$ cat src/sca_pkg.sv
/*
 Shared constants and carrier types for the switch configuration applier.
 Assumes a single 20 MHz core clock; no other context.
*/
package sca_pkg;
    // Command opcodes
    typedef enum logic [2:0] {
        SCA_OP_OR = 3'h0,
        SCA_OP_AND = 3'h1,
        SCA_OP_ROUTE = 3'h2,
        SCA_OP_TIMEOUT = 3'h3,
        SCA_OP_SPEED = 3'h4,
        SCA_OP_TAP = 3'h5
    } sca_op_t;

    // Switch register access kinds
    typedef enum logic [1:0] {
        SCA_SW_READ = 2'h0,
        SCA_SW_WRITE = 2'h1,
        SCA_SW_ROUTE = 2'h2,
        SCA_SW_TAP = 2'h3
    } sca_sw_kind_t;

    // Sequencer states, Gray along the usual path except the WRW to IDLE return, which flips two bits
    typedef enum logic [2:0] {
        SCA_IDLE = 3'b000,
        SCA_RD = 3'b001,
        SCA_RDW = 3'b011,
        SCA_WR = 3'b010,
        SCA_WRW = 3'b110,
        SCA_INIT = 3'b111
    } sca_state_t;

    localparam int SCA_PORTS = 12;
    localparam int SCA_LANES = 4;
    localparam int SCA_ROUTE_MAX = 16;
    localparam logic [3:0] SCA_PORT_LAST = 4'hb;
    localparam logic [4:0] SCA_CNT_RESET = 5'h00;
    localparam logic [23:0] SCA_TMO_RESET = 24'hffffff;
    localparam logic [23:0] SCA_TMO_DEFAULT = 24'h00008e;
    localparam int SCA_TMO_UNIT_NS = 352;
    localparam logic [2:0] SCA_SPD_MAX_CODE = 3'h4;
    localparam logic [2:0] SCA_SPD_RESET = 3'h4;
    localparam logic [2:0] SCA_LANE_ALL = 3'h4;
    localparam logic [7:0] SCA_SLOT_FIRST = 8'h05;
    localparam logic [7:0] SCA_SLOT_LAST = 8'h10;
    localparam logic [7:0] SCA_SLOT_UPDATE = 8'hf0;
    localparam logic [7:0] SCA_SLOT_ILINK0 = 8'hf1;
    localparam logic [7:0] SCA_SLOT_ILINK2 = 8'hf3;
    localparam logic [7:0] SCA_SLOT_UPLINK0 = 8'hfa;
    localparam logic [7:0] SCA_SLOT_UPLINK1 = 8'hfb;
    localparam logic [31:0] SCA_TMO_OFFSET = 32'h00000120;
    localparam logic [31:0] SCA_SPEED_OFFSET = 32'h00000140;

    // Script command word
    typedef struct packed {
        sca_op_t op;
        logic dev;
        logic [31:0] offs;
        logic [31:0] value;
        logic [7:0] slot;
        logic [2:0] lane;
    } sca_cmd_t;

    // Switch register request
    typedef struct packed {
        sca_sw_kind_t kind;
        logic dev;
        logic [31:0] addr;
        logic [31:0] data;
        logic [3:0] port;
        logic [3:0] lane_mask;
    } sca_sw_req_t;
endpackage : sca_pkg

$ cat src/sca_applier.sv
/*
 Switch configuration applier: takes script commands one at a time and
 drives the switch register request port.
 Assumes the switch answers each request with sw_done in a later cycle and
 that sw_rdata is valid with sw_done of a read.
*/
`timescale 1ns/1ps
// Summary of operation
// - OR command reads switch register, ORs value in, writes back on device 0/1.
// - AND command reads switch register, ANDs value, writes back on device 0/1.
// - Route entries are written only while electronic keying runs.
// - At most sixteen destination identifiers per port; further entries rejected.
// - Route output port must be 0 through 11.
// - Link timeout counts 352 ns units; reset value 0xffffff.
// - With script configuration disabled, block loads timeout 0x8e itself.
// - Speed codes 0..4 apply to the port facing the slot identifier.
// - Agreed speed is minimum of configured maximum and peer link type extension.
// - Configured speed never raises a port above its hardware maximum.
// - Slots 5..16, 240, 241..243, 250..251 map to switch ports.
// - Precursor tap 5-bit value; lane code 4 writes all four lanes.
module sca_applier (
    input wire logic core_clk,
    input wire logic rst_n,
    input wire logic script_cfg_en,
    input wire logic keying_active,
    input wire logic cmd_valid,
    output logic cmd_ready,
    input wire sca_pkg::sca_cmd_t cmd,
    output logic cmd_done,
    output logic cmd_reject,
    output logic sw_req_valid,
    output sca_pkg::sca_sw_req_t sw_req,
    input wire logic sw_done,
    input wire logic [31:0] sw_rdata,
    input wire logic [7:0] speed_slot,
    input wire logic [2:0] peer_link_type_extension,
    input wire logic [2:0] hw_max_speed,
    output logic [2:0] agreed_speed,
    output logic [23:0] link_timeout
);
    sca_pkg::sca_state_t state_q, state_d;
    sca_pkg::sca_cmd_t cmd_q, cmd_d;
    sca_pkg::sca_sw_req_t req_q, req_d;
    logic done_q, done_d, rej_q, rej_d;
    logic [23:0] tmo_q, tmo_d;
    logic [2:0] spd_q [sca_pkg::SCA_PORTS];
    logic [4:0] rcnt_q [sca_pkg::SCA_PORTS];
    logic [2:0] agreed_q, agreed_d;
    logic map_ok, spd_map_ok, route_ok;
    logic [3:0] map_port, spd_port;
    logic [2:0] cfg_spd, cap_spd;

    // Slot identifier to switch port
    function automatic logic [4:0] slot_to_port(input logic [7:0] s);
        logic [7:0] t;
        t = 8'h00;
        slot_to_port = 5'h10;
        if (s >= sca_pkg::SCA_SLOT_FIRST && s <= sca_pkg::SCA_SLOT_LAST) begin
            t = s - sca_pkg::SCA_SLOT_FIRST;
            slot_to_port = {1'b0, t[3:0]};
        end else if (s == sca_pkg::SCA_SLOT_UPDATE) begin
            slot_to_port = 5'h00;
        end else if (s >= sca_pkg::SCA_SLOT_ILINK0 && s <= sca_pkg::SCA_SLOT_ILINK2) begin
            t = s - sca_pkg::SCA_SLOT_ILINK0;
            slot_to_port = {1'b0, 4'h8 + t[3:0]};
        end else if (s == sca_pkg::SCA_SLOT_UPLINK0 || s == sca_pkg::SCA_SLOT_UPLINK1) begin
            slot_to_port = {1'b0, 4'ha + {3'h0, s[0]}};
        end
    endfunction : slot_to_port

    // Port lookup for the current command and the keying query
    always_comb begin
        logic [4:0] p;
        logic [4:0] q;
        p = slot_to_port(cmd.slot);
        q = slot_to_port(speed_slot);
        map_ok = ~p[4];
        map_port = p[3:0];
        spd_map_ok = ~q[4];
        spd_port = q[3:0];
        route_ok = keying_active && (cmd.offs[3:0] <= sca_pkg::SCA_PORT_LAST)
            && (cmd.offs[31:4] == 28'h0)
            && (rcnt_q[cmd.offs[3:0]] < 5'(sca_pkg::SCA_ROUTE_MAX));
    end

    // Speed agreement during keying
    always_comb begin
        cfg_spd = spd_map_ok ? spd_q[spd_port] : sca_pkg::SCA_SPD_RESET;
        cap_spd = (cfg_spd < hw_max_speed) ? cfg_spd : hw_max_speed;
        agreed_d = (cap_spd < peer_link_type_extension) ? cap_spd
            : peer_link_type_extension;
    end

    // Command sequencer next state
    always_comb begin
        state_d = state_q;
        cmd_d = cmd_q;
        req_d = req_q;
        done_d = 1'b0;
        rej_d = 1'b0;
        tmo_d = tmo_q;
        case (state_q)
            sca_pkg::SCA_INIT: begin
                req_d.kind = sca_pkg::SCA_SW_WRITE;
                req_d.addr = sca_pkg::SCA_TMO_OFFSET;
                req_d.port = 4'h0;
                req_d.lane_mask = 4'h0;
                if (!script_cfg_en) begin
                    tmo_d = sca_pkg::SCA_TMO_DEFAULT;
                    req_d.dev = 1'b0;
                    req_d.data = {8'h00, sca_pkg::SCA_TMO_DEFAULT};
                    state_d = sca_pkg::SCA_WR;
                end else begin
                    state_d = sca_pkg::SCA_IDLE;
                end
            end
            sca_pkg::SCA_IDLE: begin
                if (cmd_valid) begin
                    cmd_d = cmd;
                    req_d.dev = cmd.dev;
                    req_d.addr = cmd.offs;
                    req_d.data = cmd.value;
                    req_d.port = map_port;
                    req_d.lane_mask = 4'h0;
                    case (cmd.op)
                        sca_pkg::SCA_OP_OR, sca_pkg::SCA_OP_AND: begin
                            req_d.kind = sca_pkg::SCA_SW_READ;
                            state_d = sca_pkg::SCA_RD;
                        end
                        sca_pkg::SCA_OP_ROUTE: begin
                            req_d.kind = sca_pkg::SCA_SW_ROUTE;
                            req_d.port = cmd.offs[3:0];
                            if (route_ok) begin
                                state_d = sca_pkg::SCA_WR;
                            end else begin
                                rej_d = 1'b1;
                            end
                        end
                        sca_pkg::SCA_OP_TIMEOUT: begin
                            req_d.kind = sca_pkg::SCA_SW_WRITE;
                            req_d.addr = sca_pkg::SCA_TMO_OFFSET;
                            req_d.data = {8'h00, cmd.value[23:0]};
                            tmo_d = cmd.value[23:0];
                            state_d = sca_pkg::SCA_WR;
                        end
                        sca_pkg::SCA_OP_SPEED: begin
                            // Stored locally, applied at keying
                            done_d = map_ok && cmd.value[2:0] <= sca_pkg::SCA_SPD_MAX_CODE;
                            rej_d = !done_d;
                        end
                        sca_pkg::SCA_OP_TAP: begin
                            req_d.kind = sca_pkg::SCA_SW_TAP;
                            req_d.data = {27'h0, cmd.value[4:0]};
                            req_d.lane_mask = (cmd.lane == sca_pkg::SCA_LANE_ALL) ? 4'hf
                                : 4'(4'h1 << cmd.lane[1:0]);
                            if (map_ok && cmd.lane <= sca_pkg::SCA_LANE_ALL) begin
                                state_d = sca_pkg::SCA_WR;
                            end else begin
                                rej_d = 1'b1;
                            end
                        end
                        default: rej_d = 1'b1;
                    endcase
                end
            end
            sca_pkg::SCA_RD: state_d = sca_pkg::SCA_RDW;
            sca_pkg::SCA_RDW: begin
                if (sw_done) begin
                    req_d.kind = sca_pkg::SCA_SW_WRITE;
                    req_d.data = (cmd_q.op == sca_pkg::SCA_OP_OR) ? (sw_rdata | cmd_q.value)
                        : (sw_rdata & cmd_q.value);
                    state_d = sca_pkg::SCA_WR;
                end
            end
            sca_pkg::SCA_WR: state_d = sca_pkg::SCA_WRW;
            sca_pkg::SCA_WRW: begin
                if (sw_done) begin
                    done_d = 1'b1;
                    state_d = sca_pkg::SCA_IDLE;
                end
            end
            default: state_d = sca_pkg::SCA_IDLE;
        endcase
    end

    // Sequencer registers
    always_ff @(posedge core_clk) begin
        if (!rst_n) begin
            state_q <= sca_pkg::SCA_INIT;
            cmd_q <= '0;
            req_q <= '0;
            done_q <= 1'b0;
            rej_q <= 1'b0;
            tmo_q <= sca_pkg::SCA_TMO_RESET;
            agreed_q <= sca_pkg::SCA_SPD_RESET;
        end else begin
            state_q <= state_d;
            cmd_q <= cmd_d;
            req_q <= req_d;
            done_q <= done_d;
            rej_q <= rej_d;
            tmo_q <= tmo_d;
            agreed_q <= agreed_d;
        end
    end

    // Per-port speed limit and route counters
    for (genvar i = 0; i < sca_pkg::SCA_PORTS; i++) begin : g_port
        logic [2:0] spd_d;
        logic [4:0] rcnt_d;
        always_comb begin
            spd_d = spd_q[i];
            rcnt_d = rcnt_q[i];
            if (state_q == sca_pkg::SCA_IDLE && cmd_valid && map_ok && map_port == 4'(i)
                && cmd.op == sca_pkg::SCA_OP_SPEED
                && cmd.value[2:0] <= sca_pkg::SCA_SPD_MAX_CODE) begin
                spd_d = cmd.value[2:0];
            end
            if (state_q == sca_pkg::SCA_IDLE && cmd_valid && route_ok
                && cmd.op == sca_pkg::SCA_OP_ROUTE && cmd.offs[3:0] == 4'(i)) begin
                rcnt_d = rcnt_q[i] + 5'h01;
            end
        end
        always_ff @(posedge core_clk) begin
            if (!rst_n) begin
                spd_q[i] <= sca_pkg::SCA_SPD_RESET;
                rcnt_q[i] <= sca_pkg::SCA_CNT_RESET;
            end else begin
                spd_q[i] <= spd_d;
                rcnt_q[i] <= rcnt_d;
            end
        end
    end

    // Outputs
    assign cmd_ready = (state_q == sca_pkg::SCA_IDLE);
    assign cmd_done = done_q;
    assign cmd_reject = rej_q;
    assign sw_req_valid = (state_q == sca_pkg::SCA_RD) || (state_q == sca_pkg::SCA_WR);
    assign sw_req = req_q;
    assign agreed_speed = agreed_q;
    assign link_timeout = tmo_q;
endmodule : sca_applier

$ cat config.mk
export PLATFORM = sky130hd
export DESIGN_NAME = sca_applier
export DESIGN_NICKNAME = d
export VERILOG_FILES = /design/src/sca_pkg.sv /design/src/sca_applier.sv
export SDC_FILE = /design/constraint.sdc
export NUM_CORES = 1
export LEC_CHECK = 0
export ABC_CLOCK_PERIOD_IN_PS = 6330
export BUFFER_PORTS_ARGS = -buffer_cell sky130_fd_sc_hd__buf_2
export CAP_MARGIN = 10
export CELL_PAD_IN_SITES_DETAIL_PLACEMENT = 0
export CELL_PAD_IN_SITES_GLOBAL_PLACEMENT = 2
export CORE_UTILIZATION = 33
export CTS_CLUSTER_DIAMETER = 40
export DETAILED_ROUTE_END_ITERATION = 12
export PLACE_DENSITY = 0.79
export SYNTH_ARGS = -nofsm -noshare
export SYNTH_HDL_FRONTEND = slang
export SYNTH_SLANG_ARGS = --single-unit
$ cat constraint.sdc
create_clock -name core_clk -period 6.33 [get_ports core_clk]
set_input_delay 0.9495 -clock core_clk [delete_from_list [all_inputs] [get_ports core_clk]]
set_output_delay 0.9495 -clock core_clk [all_outputs]
set_load 0.01 [all_outputs]
==> impl_metrics.py, run 1 <==
metrics = {
    "outcome": {
        "status": "complete, no violations",
    },
    "cells_and_area": {
        "final-seq-area_um2": 5120,
        "synthToLayoutAreaGrowth_pct": 25.5,
        "fill_cells": 3468,
        "num-nets-final": 1689,
        "multi_input_area_um2": 5860,
        "drive_gt1_share_pct": 23.5,
        "fin_cells": 2015,
        "final_common_cell": "buf_2",
        "final_cell_mix": "buf_2 (236), dfxtp_1 (202), nand2_1 (179)",
    },
    "timing": {
        "maxSlewViolCount": 0,
        "min_period_ps": 5380,
        "timing.fmax_mhz": 186,
        "fin_ws_ps": 952,
        "timing.hold.ws_ps": 448,
        "worstMarginPinSlew_ps": 1160,
        "tns_ps": 0,
        "hold_viol_final": 0,
        "rsz0062_at_grt": "false",
        "fin_worst_skew_ps": 12.2,
        "relSlewSlack_pct": 22.7,
        "final.period_utilization_pct": 85.0,
        "final-setup-viol-count": 0,
    },
    "synth": {
        "synth_ff_type": "dfxtp_1",
        "yosysTopAreaCell": "dfxtp_1",
        "synth_edf_count": 36,
        "synth_nets": 1480,
        "netlist_area_um2": 11400,
        "syn_inst": 1324,
        "synth-seq-cells": 238,
        "avgSynthCellArea_um2": 8.60,
        "ys_warn_count": 0,
        "ys_async_sr_fraction_pct": 0,
        "synth_area_leaders": "dfxtp_1 (36%), edfxtp_1 (9.5%), nand2_1 (5.9%)",
        "synth_top_area_share_pct": 35.5,
        "seq_area_frac_synth_pct": 45.0,
        "ys_types": 82,
    },
    "pwr": {
        "p_leak_nw": 5.63,
        "p_per_area_nw_per_um2": 291,
        "peakVddDrop_mv": 0.178,
    },
    "place": {
        "portBuffers": 236,
        "dp_cells": 1940,
        "dp_hpwl_mm": 24.0,
        "place_ws_ps": 469,
        "place.gp.congestion": 0.836,
    },
    "floorplan": {
        "initial_core_util_pct": 33.8,
        "die_width_um": 188,
        "ioPinCount": 237,
        "die-area_um2": 35200,
        "die_h_um": 188,
        "coreArea_um2": 33700,
        "rows": 67,
    },
    "drt": {
        "ant_nets": 0,
        "drc": 0,
        "routed-via-count": 10400,
        "wl_per_cell_um": 17.3,
        "drt_iter0_markers": 491,
        "avgViaCountPerCell": 5.15,
        "routed_wl_mm": 34.9,
        "dr.pass1.iters": 5,
    },
    "clock_network": {
        "cts_tree": "done",
        "clk_pin_slew_worst_paths_ps": 50,
        "cts_root_buf": "clkbuf_16",
        "clk_latency_ps": 510,
        "cts_buffer_depth": 3,
        "postCtsHoldBufs": 0,
        "cts_resized": 0,
        "cts_setup_buffers": 0,
        "clock-sinks": 238,
        "cts_buffers": 39,
        "cts-htree-levels": 2,
    },
    "setup_path": {
        "cp.arrival_ps": 5750,
        "worstPathRequired_ps": 6700,
        "critPathMaxFanout": 13,
        "worstSetupStartpointType": "input pin",
        "crit_path_end_kind": "register",
        "critPathKind": "in2reg",
    },
    "global_routing": {
        "grt_usage_pct": 19.6,
        "antenna_found_initial": 3,
        "grt_pass1_vias": 10100,
        "grt_max_degree": 99,
        "overflow": 0,
        "grt_pass1_wl_mm": 55.7,
    },
    "min_path": {
        "hold_class": "reg2reg",
    },
    "job": {
        "cap_violations": 0,
    },
}
## path summary, 6_finish.rpt
check / slack, ps / cells past startpoint / from / end
max: 950 / 20 / speed_slot[0] / agreed_speed[1]
min: 450 / 2 / sw_req[41] / sw_req[41]
max reg2reg: 2480 / 7 / state_q[2] / link_timeout[6]
min reg2reg: 450 / 2 / sw_req[41] / sw_req[41]
## cells in the mapped netlist, types with 4 or more instances
cell         n
dfxtp_1    202
nor2_1     167
nand3_1     77
maj3_1      32
clkbuf_1    76
nor4_1       9
o21ai_0     32
a31oi_1      6
inv_1       22
or3_1        4
mux2i_1     14
o2111ai_1    5
nor2b_1      4
a21oi_1    121
and2_1      30
nor2_2       4
nor3_1      21
and3_1      14
a41oi_1     12
nand2_1    179
nand2b_1    19
a211oi_1     9
ha_1        25
o211ai_1     9
nand4_1     16
a221oi_1    10
a22oi_1     31
edfxtp_1    36
xnor2_1     15
xor2_1      26
o21a_1       4
mux2_2       5
nor4_2       6
a311oi_1     6
a21o_1       6
## report_power, final
group | leakage [nW] | internal (mW) | switching, mW
Combinational | 3.01 | 0.135 | 0.266
Sequential | 1.97 | 1.57 | 0.0238
Clock | 0.656 | 1.38 | 0.787
## critical path, stage by stage
cell and delay, ps:
buf_2 250, inv_1 230, ha_1 300, nor2b_1 170
or3_4 460, a21oi_1 340, nor2_1 180, a311oi_1 310
o311ai_1 150, a21o_1 220, ha_1 300, nor2b_1 160
a21oi_1 170, mux2_4 330, ha_1 310, a21o_1 200
a21oi_1 290, nor4_1 80, a31oi_1 210, o311ai_2 120
## logic make-up (layout without fill, tap and decap cells)
kind of cell / Yosys count / after routing / synth area share, %
fa+ha+maj: 57 / 57 / 5.56
compound gates: 285 / 285 / 16.2
buf+inv: 107 / 347 / 3.69
other cells: 0 / 3 / 0
simple gates: 572 / 572 / 23.8
mux: 24 / 24 / 2.57
flops: 238 / 238 / 45.0
xor+xnor: 41 / 41 / 3.15
## routing by layer
metal / vias to the layer above / routed length (um) / track usage, % / share of wire [%]
li1: 5131 / - / - / -
met4: 0 / 714 / 5.82 / 2.0
met5: - / 0 / 0 / 0
met3: 48 / 1930 / 4.21 / 5.5
met2: 284 / 15800 / 30.9 / 45
met1: 4907 / 16400 / 26.7 / 47
## area by class of cell
type | instances | share of cell area [%]
diodes | 3 | 0.0525
clock buffers | 46 | 7.37
clock inverters | 26 | 2.07
inverters | 24 | 0.648
multi-input cells | 979 | 41.0
flip-flops and latches | 238 | 35.9
well taps | 448 | 3.92
repair buffers | 251 | 9.05
## registers in the layout (all words and copies together), names as in the netlist
signal        cells
cmd_done          1
sw_req           75
cmd_reject        1
state_q           3
cmd_q            35
agreed_speed      3
rcnt_q           60
spd_q            36
link_timeout     24
## metrics by stage
| step | util [%] | power, mW | cell area [um2] |
|---|---|---|---|
| floorplan | - | 1.86 | 11400 |
| global placement | 38.4 | 2.03 | 12900 |
| detailed placement | 38.4 | 2.03 | 12900 |
| CTS | 42.4 | 4.21 | 14300 |
| global route | 42.4 | 4.33 | 14300 |
| finish | 42.4 | 4.16 | 14300 |
(Power assumes the default switching activity.)
==> run 2: changes to the inputs <==
--- a/config.mk
+++ b/config.mk
@@ -5,15 +5,15 @@
 export SDC_FILE = /design/constraint.sdc
 export NUM_CORES = 1
 export LEC_CHECK = 0
-export ABC_CLOCK_PERIOD_IN_PS = 6330
+export ABC_CLOCK_PERIOD_IN_PS = 4800
 export BUFFER_PORTS_ARGS = -buffer_cell sky130_fd_sc_hd__buf_2
 export CAP_MARGIN = 10
 export CELL_PAD_IN_SITES_DETAIL_PLACEMENT = 0
 export CELL_PAD_IN_SITES_GLOBAL_PLACEMENT = 2
-export CORE_UTILIZATION = 33
+export CORE_UTILIZATION = 29
 export CTS_CLUSTER_DIAMETER = 40
 export DETAILED_ROUTE_END_ITERATION = 12
-export PLACE_DENSITY = 0.79
+export PLACE_DENSITY = 0.73
 export SYNTH_ARGS = -nofsm -noshare
 export SYNTH_HDL_FRONTEND = slang
 export SYNTH_SLANG_ARGS = --single-unit
==> constraint.sdc (replaced) <==
create_clock -name core_clk -period 4.8 [get_ports core_clk]
set_input_delay 0.72 -clock core_clk [delete_from_list [all_inputs] [get_ports core_clk]]
set_output_delay 0.72 -clock core_clk [all_outputs]
set_load 0.01 [all_outputs]
==> run 2 against run 1 <==
Net effect:
- register-to-register slack got worse by 1200 ps
- clock skew rose by 3.9 ps
- first-iteration DRC count rose by 7.3%
- die area rose by 14%
- total power rose by 43%
- global-route usage fell by 1.3 points
- flip-flop and latch count did not move
- non-clock buffer count rose by 34
- sequential share of layout area fell by 1.5 points
- critical path type unchanged
- largest power group unchanged
- highest routed layer is now met5
==> impl_metrics.py, run 2 (synthesis gave the netlist of run 1 again) <==
metrics = {
    "setup_path": {
        "worstPathRequired_ps": 5220,
        "path_buf_inv": 3,
        "regToRegSetupSlack_ps": 1240,
        "critPathSlowestCell": "mux2_4",
        "crit_family": "compound AO/OA/AOI/OAI gates",
        "worstSetupStartpointType": "input pin",
        "critPathKind": "in2reg",
        "cp.arrival_ps": 4840,
        "crit_path_end_kind": "register",
        "critPathMaxFanout": 4,
        "path_cells": "buf_2 -> inv_2 -> ha_2 -> nand2b_1 -> a31oi_1 -> a21oi_1 -> buf_4 -> nor3_2 -> nor2_1 -> a311oi_1 -> o311ai_1 -> a21o_1 -> ha_1 -> nor2b_1 -> a21oi_1 -> mux2_4 -> ha_4 -> a21o_1 -> a21oi_2 -> nor4_1 -> a31oi_1 -> o311ai_2",
        "slowest_delay_ps": 340,
    },
    "drt": {
        "avgViaCountPerCell": 4.89,
        "routed_wl_mm": 36.7,
        "drt_iter0_markers": 527,
        "dr.pass1.iters": 4,
        "routed-via-count": 10400,
        "ant_nets": 0,
        "drc": 0,
        "wl_per_cell_um": 17.2,
    },
    "clock_network": {
        "cts_buffer_depth": 3,
        "cts-htree-levels": 2,
        "clock-sinks": 238,
        "clk_latency_ps": 560,
        "clk_pin_slew_worst_paths_ps": 50,
        "cts_buffers": 44,
        "cts_setup_buffers": 0,
        "cts_resized": 0,
        "postCtsHoldBufs": 0,
        "cts_root_buf": "clkbuf_16",
        "cts_tree": "done",
    },
    "global_routing": {
        "grt_max_degree": 67,
        "antenna_found_initial": 5,
        "grt_pass1_wl_mm": 58.4,
        "grt_pass1_vias": 10300,
        "overflow": 0,
        "grt_usage_pct": 18.3,
    },
    "timing": {
        "maxSlewViolCount": 0,
        "hold_viol_final": 0,
        "fin_ws_ps": 380,
        "final.period_utilization_pct": 92.1,
        "timing.fmax_mhz": 226,
        "fin_worst_skew_ps": 16.1,
        "relSlewSlack_pct": 20.2,
        "worstMarginPinSlew_ps": 1200,
        "rsz0062_at_grt": "false",
        "timing.hold.ws_ps": 399,
        "final-setup-viol-count": 0,
        "min_period_ps": 4420,
    },
    "place": {
        "portBuffers": 236,
        "place.gp.congestion": 0.818,
        "place_ws_ps": -151,
        "dp_hpwl_mm": 25.8,
    },
    "pwr": {
        "peakVddDrop_mv": 0.233,
        "p_leak_nw": 5.92,
        "p_per_area_nw_per_um2": 400,
    },
    "floorplan": {
        "ioPinCount": 237,
        "die_h_um": 200,
        "initial_core_util_pct": 29.5,
        "die-area_um2": 40000,
        "coreArea_um2": 38600,
        "die_width_um": 200,
        "rows": 72,
    },
    "cells_and_area": {
        "drive_gt1_share_pct": 26.0,
        "final_cell_mix": "buf_2 (236), dfxtp_1 (202), nand2_1 (179)",
        "synthToLayoutAreaGrowth_pct": 31.0,
        "num-nets-final": 1728,
        "largest_reg_flops": 75,
        "final_common_cell": "buf_2",
    },
    "job": {
        "cap_violations": 0,
    },
    "min_path": {
        "hold_class": "in2reg",
    },
    "outcome": {
        "status": "complete, no violations",
    },
}
## run 2: changes by cell type in the layout (fill, tap and decap cells not counted), sizes merged
| cell | previous run | this run |
|---|---|---|
| clkinvlp | 4 | 2 |
| clkinv | 10 | 15 |
| inv | 32 | 31 |
| clkbuf | 46 | 52 |
| bufinv | 4 | 6 |
| diode | 3 | 4 |
| buf | 251 | 285 |
## run 2: power breakdown
group | internal (mW) | switching, mW
registers | 2.07 | 0.0314
logic | 0.199 | 0.361
clock network | 2.14 | 1.15
total | 4.42 | 1.54
## run 2: layout make-up
| type | instances | area (um2) |
|---|---|---|
| Tap cell | 518 | 648 |
| Antenna cell | 4 | 10.0 |
| Clock inverter | 30 | 383 |
| Inverter | 24 | 92.6 |
| Sequential cell | 238 | 5120 |
| Fill cell | 3994 | 23700 |
| Multi-Input combinational cell | 979 | 5880 |
| Clock buffer | 52 | 1200 |
| Timing Repair Buffer | 285 | 1560 |
## run 2: layer usage
layer	vias up	wire [um]	track usage, %
met3	65	2300	4.82
met1	4885	16800	23.8
li1	5219	-	-
met2	243	16800	29.4
met4	4	825	5.71
met5	-	26	0
## run 2: worst paths after layout
check | endpoint | depth (start not counted) | from
min reg2reg | sw_req[69] | 2 | sw_req[69]
max | agreed_speed[1] | 22 | speed_slot[0]
min | sw_req[72] | 3 | cmd[75]
max reg2reg | spd_q[3][2] | 8 | state_q[2]
## run 2: per-stage QoR
step / area (um2) / setup TNS, ps / util (%) / instances / power (mW)
3_5_place_dp: 13300 / -191 / 34.4 / 2044 / 2.71
5_1_grt: 14900 / 0 / 38.6 / 2128 / 6.19
3_3_place_gp: 13300 / -49.8 / 34.4 / 2044 / 2.71
4_1_cts: 14900 / 0 / 38.5 / 2126 / 6.04
2_1_floorplan: 11400 / 0 / - / 1324 / 2.45
6_report: 14900 / 0 / 38.6 / 2130 / 5.96
## run 2: tightest hold or removal path: stages
cell and delay (ps):
buf_2 100, nand2_1 50, a21oi_1 50
==> run 3: changes to the inputs <==
--- a/config.mk
+++ b/config.mk
@@ -5,15 +5,16 @@
 export SDC_FILE = /design/constraint.sdc
 export NUM_CORES = 1
 export LEC_CHECK = 0
+export ABC_AREA = 1
 export ABC_CLOCK_PERIOD_IN_PS = 4800
 export BUFFER_PORTS_ARGS = -buffer_cell sky130_fd_sc_hd__buf_2
 export CAP_MARGIN = 10
 export CELL_PAD_IN_SITES_DETAIL_PLACEMENT = 0
 export CELL_PAD_IN_SITES_GLOBAL_PLACEMENT = 2
-export CORE_UTILIZATION = 29
+export CORE_UTILIZATION = 28
 export CTS_CLUSTER_DIAMETER = 40
 export DETAILED_ROUTE_END_ITERATION = 12
-export PLACE_DENSITY = 0.73
+export PLACE_DENSITY = 0.74
 export SYNTH_ARGS = -nofsm -noshare
 export SYNTH_HDL_FRONTEND = slang
 export SYNTH_SLANG_ARGS = --single-unit
==> constraint.sdc (replaced) <==
create_clock -name core_clk -period 4.8 [get_ports core_clk]
set_input_delay 0.72 -clock core_clk [delete_from_list [all_inputs] [get_ports core_clk]]
set_output_delay 0.72 -clock core_clk [all_outputs]
set_load 0.005 [all_outputs]
==> run 3 against run 2 <==
Net effect:
- non-clock buffer count decreased by 35
- routed wire length is 1.0% higher
- fmax rose by 9.2%
- clock power is 2% lower
- critical path type unchanged
- critical endpoint is now agreed_speed[0]
- largest power group unchanged
- highest routed layer unchanged
==> impl_metrics.py, run 3 <==
metrics = {
    "outcome": {
        "status": "complete, no violations",
    },
    "timing": {
        "fin_ws_ps": 754,
        "worstMarginPinSlew_ps": 1120,
        "final.period_utilization_pct": 84.3,
        "relSlewSlack_pct": 25.6,
        "fin_worst_skew_ps": 18.5,
        "maxSlewViolCount": 0,
        "hold_viol_final": 0,
        "min_period_ps": 4050,
        "timing.hold.ws_ps": 391,
        "final-setup-viol-count": 0,
        "rsz0062_at_grt": "false",
        "tns_ps": 0,
        "timing.fmax_mhz": 247,
    },
    "floorplan": {
        "die_h_um": 203,
        "die-area_um2": 41100,
        "die_width_um": 203,
        "coreArea_um2": 39700,
        "initial_core_util_pct": 28.4,
        "ioPinCount": 237,
        "rows": 73,
    },
    "global_routing": {
        "grt_pass1_vias": 10700,
        "antenna_found_initial": 4,
        "overflow": 0,
        "grt_pass1_wl_mm": 58.7,
        "grt_usage_pct": 18.0,
        "grt_max_degree": 90,
    },
    "synth": {
        "ys_warn_count": 0,
        "syn_inst": 1503,
        "netlist_area_um2": 11300,
        "yosysTopAreaCell": "dfxtp_1",
        "synth_area_leaders": "dfxtp_1 (36%), edfxtp_1 (9.6%), a21oi_1 (7.7%)",
        "synth_ff_type": "dfxtp_1",
        "seq_area_frac_synth_pct": 45.4,
        "synth_nets": 1659,
        "ys_types": 47,
        "yosysMostFrequentCell": "nand2_1",
        "synth-seq-cells": 238,
        "synth_edf_count": 36,
        "synth_top_area_share_pct": 35.8,
        "ys_top_cells_by_count": "nand2_1 (222), dfxtp_1 (202), nor2_1 (190)",
        "avgSynthCellArea_um2": 7.51,
        "ys_async_sr_fraction_pct": 0,
    },
    "pwr": {
        "switchingPower_mw": 1.62,
        "seqPwrFrac_pct": 35.8,
        "p_int_mw": 4.49,
        "peakVddDrop_mv": 0.226,
        "power.share.clock_pct": 52.9,
        "comb_power_share_pct": 11.3,
        "p_per_area_nw_per_um2": 420,
        "p_leak_nw": 6.35,
        "sw_frac_of_total_pct": 26.5,
        "power_mw": 6.11,
    },
    "drt": {
        "ant_nets": 0,
        "avgViaCountPerCell": 4.81,
        "dr.pass1.iters": 5,
        "drc": 0,
        "wl_per_cell_um": 16.2,
        "drt_iter0_markers": 518,
        "routed_wl_mm": 37.1,
        "routed-via-count": 11000,
    },
    "place": {
        "place_ws_ps": 205,
        "place.gp.congestion": 0.800,
        "dp_hpwl_mm": 25.5,
        "portBuffers": 236,
    },
    "clock_network": {
        "cts_tree": "done",
        "cts_buffers": 46,
        "cts-htree-levels": 2,
        "cts_setup_buffers": 0,
        "postCtsHoldBufs": 0,
        "cts_root_buf": "clkbuf_16",
        "clk_pin_slew_worst_paths_ps": 50,
        "clk_latency_ps": 570,
        "cts_resized": 0,
        "clock-sinks": 238,
        "cts_buffer_depth": 3,
    },
    "setup_path": {
        "worstSetupStartpointType": "input pin",
        "critPathMaxFanout": 14,
        "slowest_delay_ps": 370,
        "critPathSlowestCell": "a21oi_1",
        "worstPathRequired_ps": 5240,
        "cp.arrival_ps": 4490,
        "regToRegSetupSlack_ps": 1080,
        "path_buf_inv": 3,
        "crit_top_cell": "nand2_1",
        "critPathKind": "in2reg",
        "crit_family": "simple AND/OR/NAND/NOR gates",
        "crit_path_end_kind": "register",
    },
    "cells_and_area": {
        "largest_reg_flops": 75,
        "final_common_cell": "buf_2",
        "num-nets-final": 1888,
        "synthToLayoutAreaGrowth_pct": 28.8,
        "final_cell_mix": "buf_2 (235), nand2_1 (222), dfxtp_1 (202)",
        "drive_gt1_share_pct": 20.7,
        "fill_cells": 4250,
    },
    "job": {
        "cap_violations": 0,
    },
    "min_path": {
        "hold_class": "in2reg",
    },
}
-- run 3: cell count changes in the layout (fill, tap and decap cells not counted), sizes merged, moves of 22 or more --
| cell | previous run | this run |
|---|---|---|
| buf | 285 | 250 |
| nand3 | 77 | 100 |
| o21ai | 33 | 154 |
| xor2 | 26 | 4 |
| and2 | 31 | 1 |
| inv | 31 | 149 |
| maj3 | 32 | 0 |
| nor2 | 173 | 197 |
| nand2 | 180 | 233 |
| a22oi | 31 | 4 |
| a21oi | 122 | 174 |
-- run 3: through the flow --
stage          cells  area, um2  util, %
2_1_floorplan   1503      11300        -
3_3_place_gp    2209      13000     32.7
3_5_place_dp    2209      13000     32.7
4_1_cts         2291      14500     36.6
5_1_grt         2292      14500     36.6
6_report        2293      14500     36.6
-- run 3: path summary, 6_finish.rpt --
| kind | startpoint | endpoint | cells past startpoint |
|---|---|---|---|
| worst min-delay path | cmd[25] | cmd_q[25] | 3 |
| worst max register to register | state_q[1] | sw_req[67] | 12 |
| worst min register to register | link_timeout[1] | link_timeout[1] | 2 |
| worst max-delay path | speed_slot[0] | agreed_speed[0] | 25 |
-- run 3: routing by layer --
layer  vias up  routed length, um  track usage (%)
met5         -                 21                0
met4         4                811             5.45
met3        61               1920             3.98
met2       226              17300             29.8
met1      5132              17000             23.3
li1       5597                  -                -
-- run 3: worst reg2reg max path: cells and delay by family, from the launching register on --
| family | cells | cell delay (ps) |
|---|---|---|
| buf+inv | 6 | 1690 |
| simple gates | 5 | 1190 |
| compound gates | 1 | 380 |
| flops | 1 | 350 |
-- run 3: area by class of cell --
cell class | count | area [um2] | share of cell area, %
Clock buffer | 53 | 1200 | 8.24
Clock inverter | 29 | 354 | 2.44
Tap cell | 525 | 657 | 4.52
Inverter | 146 | 551 | 3.79
Timing Repair Buffer | 250 | 1290 | 8.86
Sequential cell | 238 | 5120 | 35.3
Multi-Input combinational cell | 1050 | 5360 | 36.9
Antenna cell | 2 | 5.00 | 0.0344
-- run 3: cell families after synthesis --
| logic type | Yosys count | share of synthesized area (%) |
|---|---|---|
| xor+xnor | 5 | 0.388 |
| buf+inv | 215 | 7.28 |
| fa+ha+maj | 25 | 2.77 |
| compound gates | 405 | 20.0 |
| flops | 238 | 45.4 |
| simple gates | 615 | 24.2 |
-- run 3: power groups by stage --
stage / logic, mW / clock network, mW / registers, mW
after floorplan: 0.370 / 0 / 2.23
after global placement: 0.695 / 0 / 2.23
after detailed placement: 0.697 / 0 / 2.23
after CTS: 0.700 / 3.33 / 2.19
after global routing: 0.777 / 3.41 / 2.20
final: 0.688 / 3.23 / 2.19
